$ cat config.mk
export PLATFORM = sky130hd
export DESIGN_NAME = adc_comparator_control
export DESIGN_NICKNAME = d
export VERILOG_FILES = /design/src/adc_cmp_pkg.sv /design/src/analog_input_mux.sv /design/src/conv_timer.sv /design/src/adc_comparator_control.sv
export SDC_FILE = /design/constraint.sdc
export NUM_CORES = 1
export LEC_CHECK = 0
export CAP_MARGIN = 20
export CORE_UTILIZATION = 40
export CTS_CLUSTER_SIZE = 8
export DETAILED_ROUTE_END_ITERATION = 8
export DONT_BUFFER_PORTS = 1
export SKIP_LAST_GASP = 1
export SYNTH_ARGS = -nofsm -noshare
export SYNTH_HDL_FRONTEND = slang
export SYNTH_HIERARCHICAL = 1
export SYNTH_SLANG_ARGS = --single-unit
$ cat constraint.sdc
create_clock -name clk_in -period 7.1 [get_ports clk_in]
set_clock_uncertainty 0.2 [all_clocks]
set_input_delay 0.355 -clock clk_in [delete_from_list [all_inputs] [get_ports clk_in]]
set_output_delay 0.355 -clock clk_in [all_outputs]
set_load 0.005 [all_outputs]
$ cat src/adc_cmp_pkg.sv
package adc_cmp_pkg;

  // Register offsets (byte addresses on the plain register port)
  localparam logic [7:0] CTRL_OFFSET   = 8'h80;
  localparam logic [7:0] CONFIG_OFFSET = 8'h9A;
  localparam logic [7:0] RESULT_OFFSET = 8'h9F;

  // Control register fields
  localparam int CTRL_CMP_RESULT_BIT = 7;
  localparam int CTRL_CMP_CHANGE_BIT = 6;
  localparam int CTRL_DONE_BIT       = 5;
  localparam int CTRL_START_BIT      = 4;
  localparam int CTRL_INV_SEL_BIT    = 3;
  localparam int CTRL_CHAN_HIGH_BIT  = 1;
  localparam int CTRL_CHAN_LOW_BIT   = 0;

  // Configuration register fields
  localparam int CFG_ADC_POWER_BIT  = 3;
  localparam int CFG_CMP_POWER_BIT  = 2;
  localparam int CFG_CLK_SELECT_BIT = 0;

  // Reset values
  localparam logic [7:0] CONFIG_RESET = 8'h00;
  localparam logic [7:0] CTRL_RESET   = 8'h00;
  localparam logic [7:0] RESULT_RESET = 8'h00;

  // Conversion timing in oscillator cycles
  localparam int FAST_CONV_CYCLES = 96;
  localparam int SLOW_CONV_CYCLES = 384;
  localparam int CONV_CNT_W       = 9;

  typedef enum logic [1:0] {
    CONV_IDLE,
    CONV_RUN,
    CONV_DONE
  } conv_state_t;

endpackage

$ cat src/analog_input_mux.sv
module analog_input_mux
  import adc_cmp_pkg::*;
(
  input  wire logic [7:0] ain0_in,      // Analog input 0 sample
  input  wire logic [7:0] ain1_in,      // Analog input 1 sample
  input  wire logic [7:0] ain2_in,      // Analog input 2 sample
  input  wire logic [7:0] ain3_in,      // Analog input 3 sample
  input  wire logic [1:0] chan_sel_in,  // Positive channel select
  input  wire logic       inv_sel_in,   // Inverted input select
  output logic      [7:0] pos_out,      // Positive / converter input
  output logic      [7:0] neg_out       // Comparator inverted input
);

  always_comb begin
    case (chan_sel_in)
      2'h0:    pos_out = ain0_in;
      2'h1:    pos_out = ain1_in;
      2'h2:    pos_out = ain2_in;
      default: pos_out = ain3_in;
    endcase
  end

  assign neg_out = inv_sel_in ? ain3_in : ain1_in;

endmodule

$ cat src/conv_timer.sv
module conv_timer
  import adc_cmp_pkg::*;
(
  input  wire logic clk_in,     // Oscillator clock
  input  wire logic rst_in,     // Synchronous reset
  input  wire logic start_in,   // Begin a timed conversion
  input  wire logic abort_in,   // Stop counting
  input  wire logic fast_in,    // Fast conversion clock chosen
  output logic      done_out    // One-cycle pulse at the end
);

  localparam logic [CONV_CNT_W-1:0] FAST_LAST = CONV_CNT_W'(FAST_CONV_CYCLES - 1);
  localparam logic [CONV_CNT_W-1:0] SLOW_LAST = CONV_CNT_W'(SLOW_CONV_CYCLES - 1);

  logic [CONV_CNT_W-1:0] count_q;
  logic [CONV_CNT_W-1:0] last_q;
  logic                  busy_q;

  always_ff @(posedge clk_in) begin
    if (rst_in || abort_in) begin
      busy_q   <= 1'b0;
      count_q  <= '0;
      last_q   <= FAST_LAST;
      done_out <= 1'b0;
    end else if (start_in && !busy_q) begin
      busy_q   <= 1'b1;
      count_q  <= '0;
      last_q   <= fast_in ? FAST_LAST : SLOW_LAST;
      done_out <= 1'b0;
    end else if (busy_q) begin
      count_q  <= count_q + 1'b1;
      done_out <= (count_q == last_q - 1'b1);
      busy_q   <= (count_q != last_q - 1'b1);
    end else begin
      done_out <= 1'b0;
    end
  end

endmodule

$ cat src/adc_comparator_control.sv
// Contract
// - Config bit 3 powers the converter; 0 sleeps it; resets to 0.
// - Config bit 2 powers the comparator; 0 sleeps it; resets to 0.
// - Config bit 0 high picks fast clock: 96 oscillator cycles per conversion.
// - Result register holds latest 8-bit result, read-only, undefined after reset.
// - Setting start bit performs one conversion on the selected channel.
// - On completion start clears, done flag sets, result becomes readable.
// - Result is input voltage in 255 equal steps of supply.
// - A new start begins the next conversion; no automatic repeat.
// - Live comparator result bit is readable at any time.
// - Comparator change flag sets whenever the comparator output changes; code skips the result change at comparator power-on and power-off.
// - Channel code 00..11 selects inputs 0..3, also comparator positive.
// - Inverted input is input 1 when bit is 0, input 3 when 1.
// - Comparator result is 1 when positive exceeds inverted, else 0.
// - Done and change flags set by hardware, cleared by writing 0.
//
// Our own choices: the register offsets and the address-and-strobe port.
module adc_comparator_control
  import adc_cmp_pkg::*;
(
  input  wire logic       clk_in,         // Oscillator clock
  input  wire logic       rst_in,         // Synchronous reset, active high
  input  wire logic [7:0] addr_in,        // Register address
  input  wire logic [7:0] wdata_in,       // Write data
  input  wire logic       wr_in,          // Write strobe
  input  wire logic       rd_in,          // Read strobe
  output logic      [7:0] rdata_out,      // Read data, cycle after strobe
  input  wire logic [7:0] ain0_in,        // Digitised level of input 0
  input  wire logic [7:0] ain1_in,        // Digitised level of input 1
  input  wire logic [7:0] ain2_in,        // Digitised level of input 2
  input  wire logic [7:0] ain3_in,        // Digitised level of input 3
  output logic            adc_power_out,  // Converter powered
  output logic            cmp_power_out,  // Comparator powered
  output logic            busy_out        // Conversion in progress
);

  ////////////////////////////////////////////////////////////////////////
  // Register state

  logic       adc_power_q;
  logic       cmp_power_q;
  logic       clk_select_q;
  logic       start_q;
  logic       done_flag_q;
  logic       change_flag_q;
  logic       inv_select_q;
  logic       channel_select_high;
  logic       channel_select_low;
  logic [7:0] result_q;
  logic       cmp_result_q;
  logic       cmp_valid_q;
  conv_state_t state_q;

  logic [7:0] pos_level;
  logic [7:0] neg_level;
  logic       conv_done;
  logic       conv_go;
  logic       ctrl_wr;
  logic       cfg_wr;
  logic       cmp_raw;
  logic       cmp_edge;

  assign ctrl_wr = wr_in && (addr_in == CTRL_OFFSET);
  assign cfg_wr  = wr_in && (addr_in == CONFIG_OFFSET);

  ////////////////////////////////////////////////////////////////////////
  // Input routing and conversion timer

  analog_input_mux u_mux (
    .ain0_in     (ain0_in),
    .ain1_in     (ain1_in),
    .ain2_in     (ain2_in),
    .ain3_in     (ain3_in),
    .chan_sel_in ({channel_select_high, channel_select_low}),
    .inv_sel_in  (inv_select_q),
    .pos_out     (pos_level),
    .neg_out     (neg_level)
  );

  assign conv_go = (state_q == CONV_IDLE) && start_q && adc_power_q;

  conv_timer u_timer (
    .clk_in   (clk_in),
    .rst_in   (rst_in),
    .start_in (conv_go),
    .abort_in (!adc_power_q),
    .fast_in  (clk_select_q),
    .done_out (conv_done)
  );

  ////////////////////////////////////////////////////////////////////////
  // Configuration register

  always_ff @(posedge clk_in) begin
    if (rst_in) begin
      adc_power_q  <= CONFIG_RESET[CFG_ADC_POWER_BIT];
      cmp_power_q  <= CONFIG_RESET[CFG_CMP_POWER_BIT];
      clk_select_q <= CONFIG_RESET[CFG_CLK_SELECT_BIT];
    end else if (cfg_wr) begin
      adc_power_q  <= wdata_in[CFG_ADC_POWER_BIT];
      cmp_power_q  <= wdata_in[CFG_CMP_POWER_BIT];
      clk_select_q <= wdata_in[CFG_CLK_SELECT_BIT];
    end
  end

  ////////////////////////////////////////////////////////////////////////
  // Control register selects

  always_ff @(posedge clk_in) begin
    if (rst_in) begin
      inv_select_q        <= CTRL_RESET[CTRL_INV_SEL_BIT];
      channel_select_high <= CTRL_RESET[CTRL_CHAN_HIGH_BIT];
      channel_select_low  <= CTRL_RESET[CTRL_CHAN_LOW_BIT];
    end else if (ctrl_wr) begin
      inv_select_q        <= wdata_in[CTRL_INV_SEL_BIT];
      channel_select_high <= wdata_in[CTRL_CHAN_HIGH_BIT];
      channel_select_low  <= wdata_in[CTRL_CHAN_LOW_BIT];
    end
  end

  ////////////////////////////////////////////////////////////////////////
  // Conversion sequencing

  always_ff @(posedge clk_in) begin
    if (rst_in) begin
      state_q <= CONV_IDLE;
    end else if (!adc_power_q) begin
      state_q <= CONV_IDLE;
    end else begin
      case (state_q)
        CONV_IDLE: begin
          if (conv_go) begin
            state_q <= CONV_RUN;
          end
        end
        CONV_RUN: begin
          if (conv_done) begin
            state_q <= CONV_DONE;
          end
        end
        CONV_DONE: state_q <= CONV_IDLE;
        default:   state_q <= CONV_IDLE;
      endcase
    end
  end

  // Start bit: firmware sets it, completion clears it
  always_ff @(posedge clk_in) begin
    if (rst_in) begin
      start_q <= CTRL_RESET[CTRL_START_BIT];
    end else if (conv_done) begin
      start_q <= 1'b0;
    end else if (ctrl_wr) begin
      start_q <= wdata_in[CTRL_START_BIT];
    end
  end

  // Result sampled when the conversion ends
  always_ff @(posedge clk_in) begin
    if (rst_in) begin
      result_q <= RESULT_RESET;
    end else if (conv_done) begin
      result_q <= pos_level;
    end
  end

  // Done flag: set beats a write of 0 in the same cycle
  always_ff @(posedge clk_in) begin
    if (rst_in) begin
      done_flag_q <= CTRL_RESET[CTRL_DONE_BIT];
    end else if (conv_done) begin
      done_flag_q <= 1'b1;
    end else if (ctrl_wr && !wdata_in[CTRL_DONE_BIT]) begin
      done_flag_q <= 1'b0;
    end
  end

  ////////////////////////////////////////////////////////////////////////
  // Comparator

  assign cmp_raw  = pos_level > neg_level;
  assign cmp_edge = cmp_power_q && cmp_valid_q && (cmp_raw != cmp_result_q);

  always_ff @(posedge clk_in) begin
    if (rst_in) begin
      cmp_result_q <= 1'b0;
      cmp_valid_q  <= 1'b0;
    end else if (cmp_power_q) begin
      cmp_result_q <= cmp_raw;
      cmp_valid_q  <= 1'b1;
    end else begin
      cmp_result_q <= 1'b0;
      cmp_valid_q  <= 1'b0;
    end
  end

  always_ff @(posedge clk_in) begin
    if (rst_in) begin
      change_flag_q <= CTRL_RESET[CTRL_CMP_CHANGE_BIT];
    end else if (cmp_edge) begin
      change_flag_q <= 1'b1;
    end else if (ctrl_wr && !wdata_in[CTRL_CMP_CHANGE_BIT]) begin
      change_flag_q <= 1'b0;
    end
  end

  ////////////////////////////////////////////////////////////////////////
  // Read port and status outputs

  always_ff @(posedge clk_in) begin
    if (rst_in) begin
      rdata_out <= 8'h00;
    end else if (rd_in) begin
      case (addr_in)
        CTRL_OFFSET: rdata_out <= {cmp_result_q, change_flag_q, done_flag_q, start_q,
                                   inv_select_q, 1'b0, channel_select_high,
                                   channel_select_low};
        CONFIG_OFFSET: rdata_out <= {4'h0, adc_power_q, cmp_power_q, 1'b0, clk_select_q};
        RESULT_OFFSET: rdata_out <= result_q;
        default:       rdata_out <= 8'h00;
      endcase
    end else begin
      rdata_out <= 8'h00;
    end
  end

  always_ff @(posedge clk_in) begin
    if (rst_in) begin
      adc_power_out <= 1'b0;
      cmp_power_out <= 1'b0;
      busy_out      <= 1'b0;
    end else begin
      adc_power_out <= adc_power_q;
      cmp_power_out <= cmp_power_q;
      busy_out      <= (state_q == CONV_RUN);
    end
  end

endmodule

==> reports/metrics.json <==
{
  "detailed_routing": {
    "drt.antenna.violating_nets": 0,
    "detail_route.wirelength_um": 4660,
    "via_per_inst": 5.65,
    "detail_route.wl_per_cell_um": 15.6,
    "dr.first_iter.drc_count": 62,
    "drt_drc_violations_left": 0,
    "num_vias": 1689,
    "dr.pass1.iters": 4
  },
  "clocking": {
    "tritoncts": "yes",
    "clockRootBuffer": "sky130_fd_sc_hd__clkbuf_8",
    "cts-resized-gates": 0,
    "cts-buffers-inserted": 5,
    "clock_sink_count": 43,
    "clock_latency_ps": 290,
    "h-tree-depth": 2,
    "clk_pin_slew_ps": 80,
    "clockBufferDepth": 2
  },
  "global_routing": {
    "pin_count_of_the_biggest_net_entering_global_routing": 23,
    "grt_residual_overflow": 0,
    "grt_pass1_vias": 1620,
    "number_of_antenna_violations_at_the_first_check_in_global_routing": 0,
    "grt_first_pass_wirelength_um": 7740,
    "groute.usage.overall_pct": 16.6
  },
  "pwr": {
    "power.switching_fraction_pct": 21.0,
    "ir_drop_v": 0.000125,
    "switchingPower_uw": 90.9,
    "power.density_cell_area_nw_per_um2": 182,
    "power.share.combinational_pct": 5.2,
    "total_leakage_power_nw": 0.789,
    "clock_power_share_pct": 39.0,
    "totalPowerFinal_uw": 432,
    "cellInternalPower_uw": 341,
    "sequentialPowerShare_pct": 55.8
  },
  "timing": {
    "achievable-frequency_mhz": 362,
    "final-setup-viol-count": 0,
    "final-max-slew-violation-count": 0,
    "finalWorstPathRequiredPeriod_ps": 2760,
    "rsz0062_at_grt": "no",
    "slew_headroom_pct": 45.8,
    "worst_tran_pin_value_ps": 810,
    "timing.final.hold_violations": 0,
    "setup_total_negative_slack_ps": 0,
    "layout_worst_path_cycle_share_pct": 38.9
  },
  "synth": {
    "synth_cell_type_count": 43,
    "postSynthRegisterBits": 43,
    "synthesis.area_per_instance_um2": 9.74,
    "area_of_the_mapped_netlist_um2": 2220,
    "synth_edf_count": 0,
    "syn_nets": 290,
    "yosys_most_used_dff": "sky130_fd_sc_hd__dfxtp_1",
    "ys.warnings.count": 6,
    "synthArstFlopShare_pct": 0,
    "synth-seq-area-share_pct": 38.8,
    "postSynthCellCount": 228
  },
  "worst_setup_path": {
    "critPathMaxFanout": 10,
    "crit_path_start_kind": "flip-flop",
    "worstPathRequired_ps": 7130,
    "data_arrival_time_of_the_worst_path_ps": 2790,
    "worstSetupPathType": "flip-flop to flip-flop",
    "critPathCaptureType": "flip-flop"
  },
  "floorplan": {
    "initial_cell_density_of_the_core_pct": 42.4,
    "chipWidth_um": 76.5,
    "core-area_um2": 5240,
    "core.rowCount": 26,
    "dieArea_um2": 5850,
    "fp.dieH_um": 76.5,
    "io_pins": 63
  },
  "cells_and_area": {
    "post-route-cell-area_um2": 2370,
    "syn2layout_area_growth_pct": 6.82,
    "layoutNonFillerInstCount": 299,
    "final_nets": 290,
    "num_antenna_cells": 0,
    "post_route_cells_drive_above_1_share_pct": 13.1
  },
  "outcome": {
    "run_status": "finished, final reports clean"
  },
  "place": {
    "finalWeightedCongestion": 0.738,
    "place_area_um2": 2250,
    "port_buffers": 0,
    "place.detailed.instances": 289,
    "hpwlAfterDp_um": 3500
  },
  "hold_path": {
    "hp-class": "input pin to flip-flop"
  },
  "flow_run": {
    "max_cap_violations": 0
  }
}
-- synthesized netlist by cell type, types with 3 or more instances --
| master | n | area, um^2 |
|---|---|---|
| sky130_fd_sc_hd__o21ai_0 | 6 | 30.0 |
| sky130_fd_sc_hd__nand4_1 | 6 | 37.5 |
| sky130_fd_sc_hd__a22oi_1 | 6 | 45.0 |
| sky130_fd_sc_hd__a21oi_1 | 17 | 85.1 |
| sky130_fd_sc_hd__nor2b_1 | 3 | 18.8 |
| sky130_fd_sc_hd__nor3_1 | 3 | 15.0 |
| sky130_fd_sc_hd__ha_1 | 10 | 125 |
| sky130_fd_sc_hd__mux4_2 | 8 | 180 |
| sky130_fd_sc_hd__mux2i_1 | 10 | 100 |
| sky130_fd_sc_hd__nand3_1 | 8 | 40.0 |
| sky130_fd_sc_hd__or3_1 | 6 | 37.5 |
| sky130_fd_sc_hd__nor2_1 | 26 | 97.6 |
| sky130_fd_sc_hd__clkbuf_1 | 3 | 11.3 |
| sky130_fd_sc_hd__xor2_1 | 3 | 26.3 |
| sky130_fd_sc_hd__dfxtp_1 | 43 | 861 |
| sky130_fd_sc_hd__nand2b_1 | 3 | 18.8 |
| sky130_fd_sc_hd__nand2_1 | 15 | 56.3 |
| sky130_fd_sc_hd__inv_1 | 11 | 41.3 |
| sky130_fd_sc_hd__mux2_2 | 8 | 90.1 |
| sky130_fd_sc_hd__nand3b_1 | 4 | 30.0 |
-- worst max-delay path, stage by stage (launching register included) --
cell                       delay, ps
sky130_fd_sc_hd__dfxtp_1         700
sky130_fd_sc_hd__mux4_2          610
sky130_fd_sc_hd__ha_1            310
sky130_fd_sc_hd__nor2b_1         130
sky130_fd_sc_hd__o211ai_1        140
sky130_fd_sc_hd__a21oi_1         130
sky130_fd_sc_hd__or3_1           380
sky130_fd_sc_hd__nand4_1          90
-- registers in the layout, indices dropped and copies added (netlist names), 2 cells and up --
name             flops
rdata_out            8
u_timer/count_q      9
state_q              2
result_q             8
-- final cells by class --
class | count | area (um^2)
Fill cell | 524 | 2870
Multi-Input combinational cell | 165 | 1260
Sequential cell | 43 | 861
Clock buffer | 8 | 100
Tap cell | 70 | 87.6
Inverter | 11 | 41.3
Timing Repair Buffer | 2 | 20.0
-- placed cells by master, fill, tap and decap left out, types with 4 or more instances in the layout --
cell	synthesis	layout
sky130_fd_sc_hd__nand2_1	15	15
sky130_fd_sc_hd__inv_1	11	11
sky130_fd_sc_hd__a22oi_1	6	6
sky130_fd_sc_hd__nand3_1	8	8
sky130_fd_sc_hd__mux2i_1	10	10
sky130_fd_sc_hd__ha_1	10	10
sky130_fd_sc_hd__nand4_1	6	6
sky130_fd_sc_hd__dfxtp_1	43	43
sky130_fd_sc_hd__mux4_2	8	8
sky130_fd_sc_hd__nor2_1	26	26
sky130_fd_sc_hd__a21oi_1	17	17
sky130_fd_sc_hd__clkbuf_8	0	7
sky130_fd_sc_hd__mux2_2	8	8
sky130_fd_sc_hd__o21ai_0	6	6
sky130_fd_sc_hd__nand3b_1	4	4
sky130_fd_sc_hd__or3_1	6	6
-- logic make-up (layout without fill, tap and decap cells) --
kind of cell,Yosys count,count (layout),synth area share [%]
fa+ha+maj,10,10,5.63
simple gates,87,87,21.9
buf+inv,20,21,4.39
compound gates,38,38,11.1
xor+xnor,4,4,1.58
flops,43,43,38.8
mux,26,26,16.7
-- metrics by stage --
step	utilization, %	setup slack [ps]	hold slack, ps
4_1_cts	45.3	4290	1.95
2_1_floorplan	-	4720	226
5_1_grt	45.3	4150	13.4
6_report	45.3	4340	5.25
3_5_place_dp	43.0	4310	230
3_3_place_gp	43.0	4310	228
-- per-layer routing --
| layer | GRT usage, % | share of wire [%] | vias up |
|---|---|---|---|
| li1 | - | - | 835 |
| met1 | 20.4 | 44 | 792 |
| met2 | 28.4 | 49 | 56 |
| met3 | 3.95 | 5.7 | 6 |
| met4 | 5.77 | 1.4 | 0 |
| met5 | 0 | 0 | - |
-- path summary, 6_finish.rpt --
path | start | to | slack [ps] | depth (start not counted)
setup / recovery | channel_select_low | change_flag_q | 4340 | 7
hold / removal | wdata_in[0] | clk_select_q | 5 | 2
setup reg to reg | channel_select_low | change_flag_q | 4340 | 7
hold reg to reg | state_q[1] | busy_out | 280 | 1
-- repair_timing --
| item | in CTS | in global routing |
|---|---|---|
| setup buffers | 0 | 0 |
| hold buffers | 2 | 0 |
| hold endpoints to repair | 22 | 0 |
| endpoints found under the setup margin | 0 | 0 |
-- power groups by stage --
stage	combinational [mW]	sequential, mW	clock [mW]
after floorplan	0.0187	0.247	0
after global placement	0.0196	0.247	0
after detailed placement	0.0201	0.247	0
after CTS	0.0224	0.241	0.173
after global routing	0.0255	0.241	0.184
final	0.0223	0.241	0.169
No activity file was read; power rests on OpenSTA's default activity.
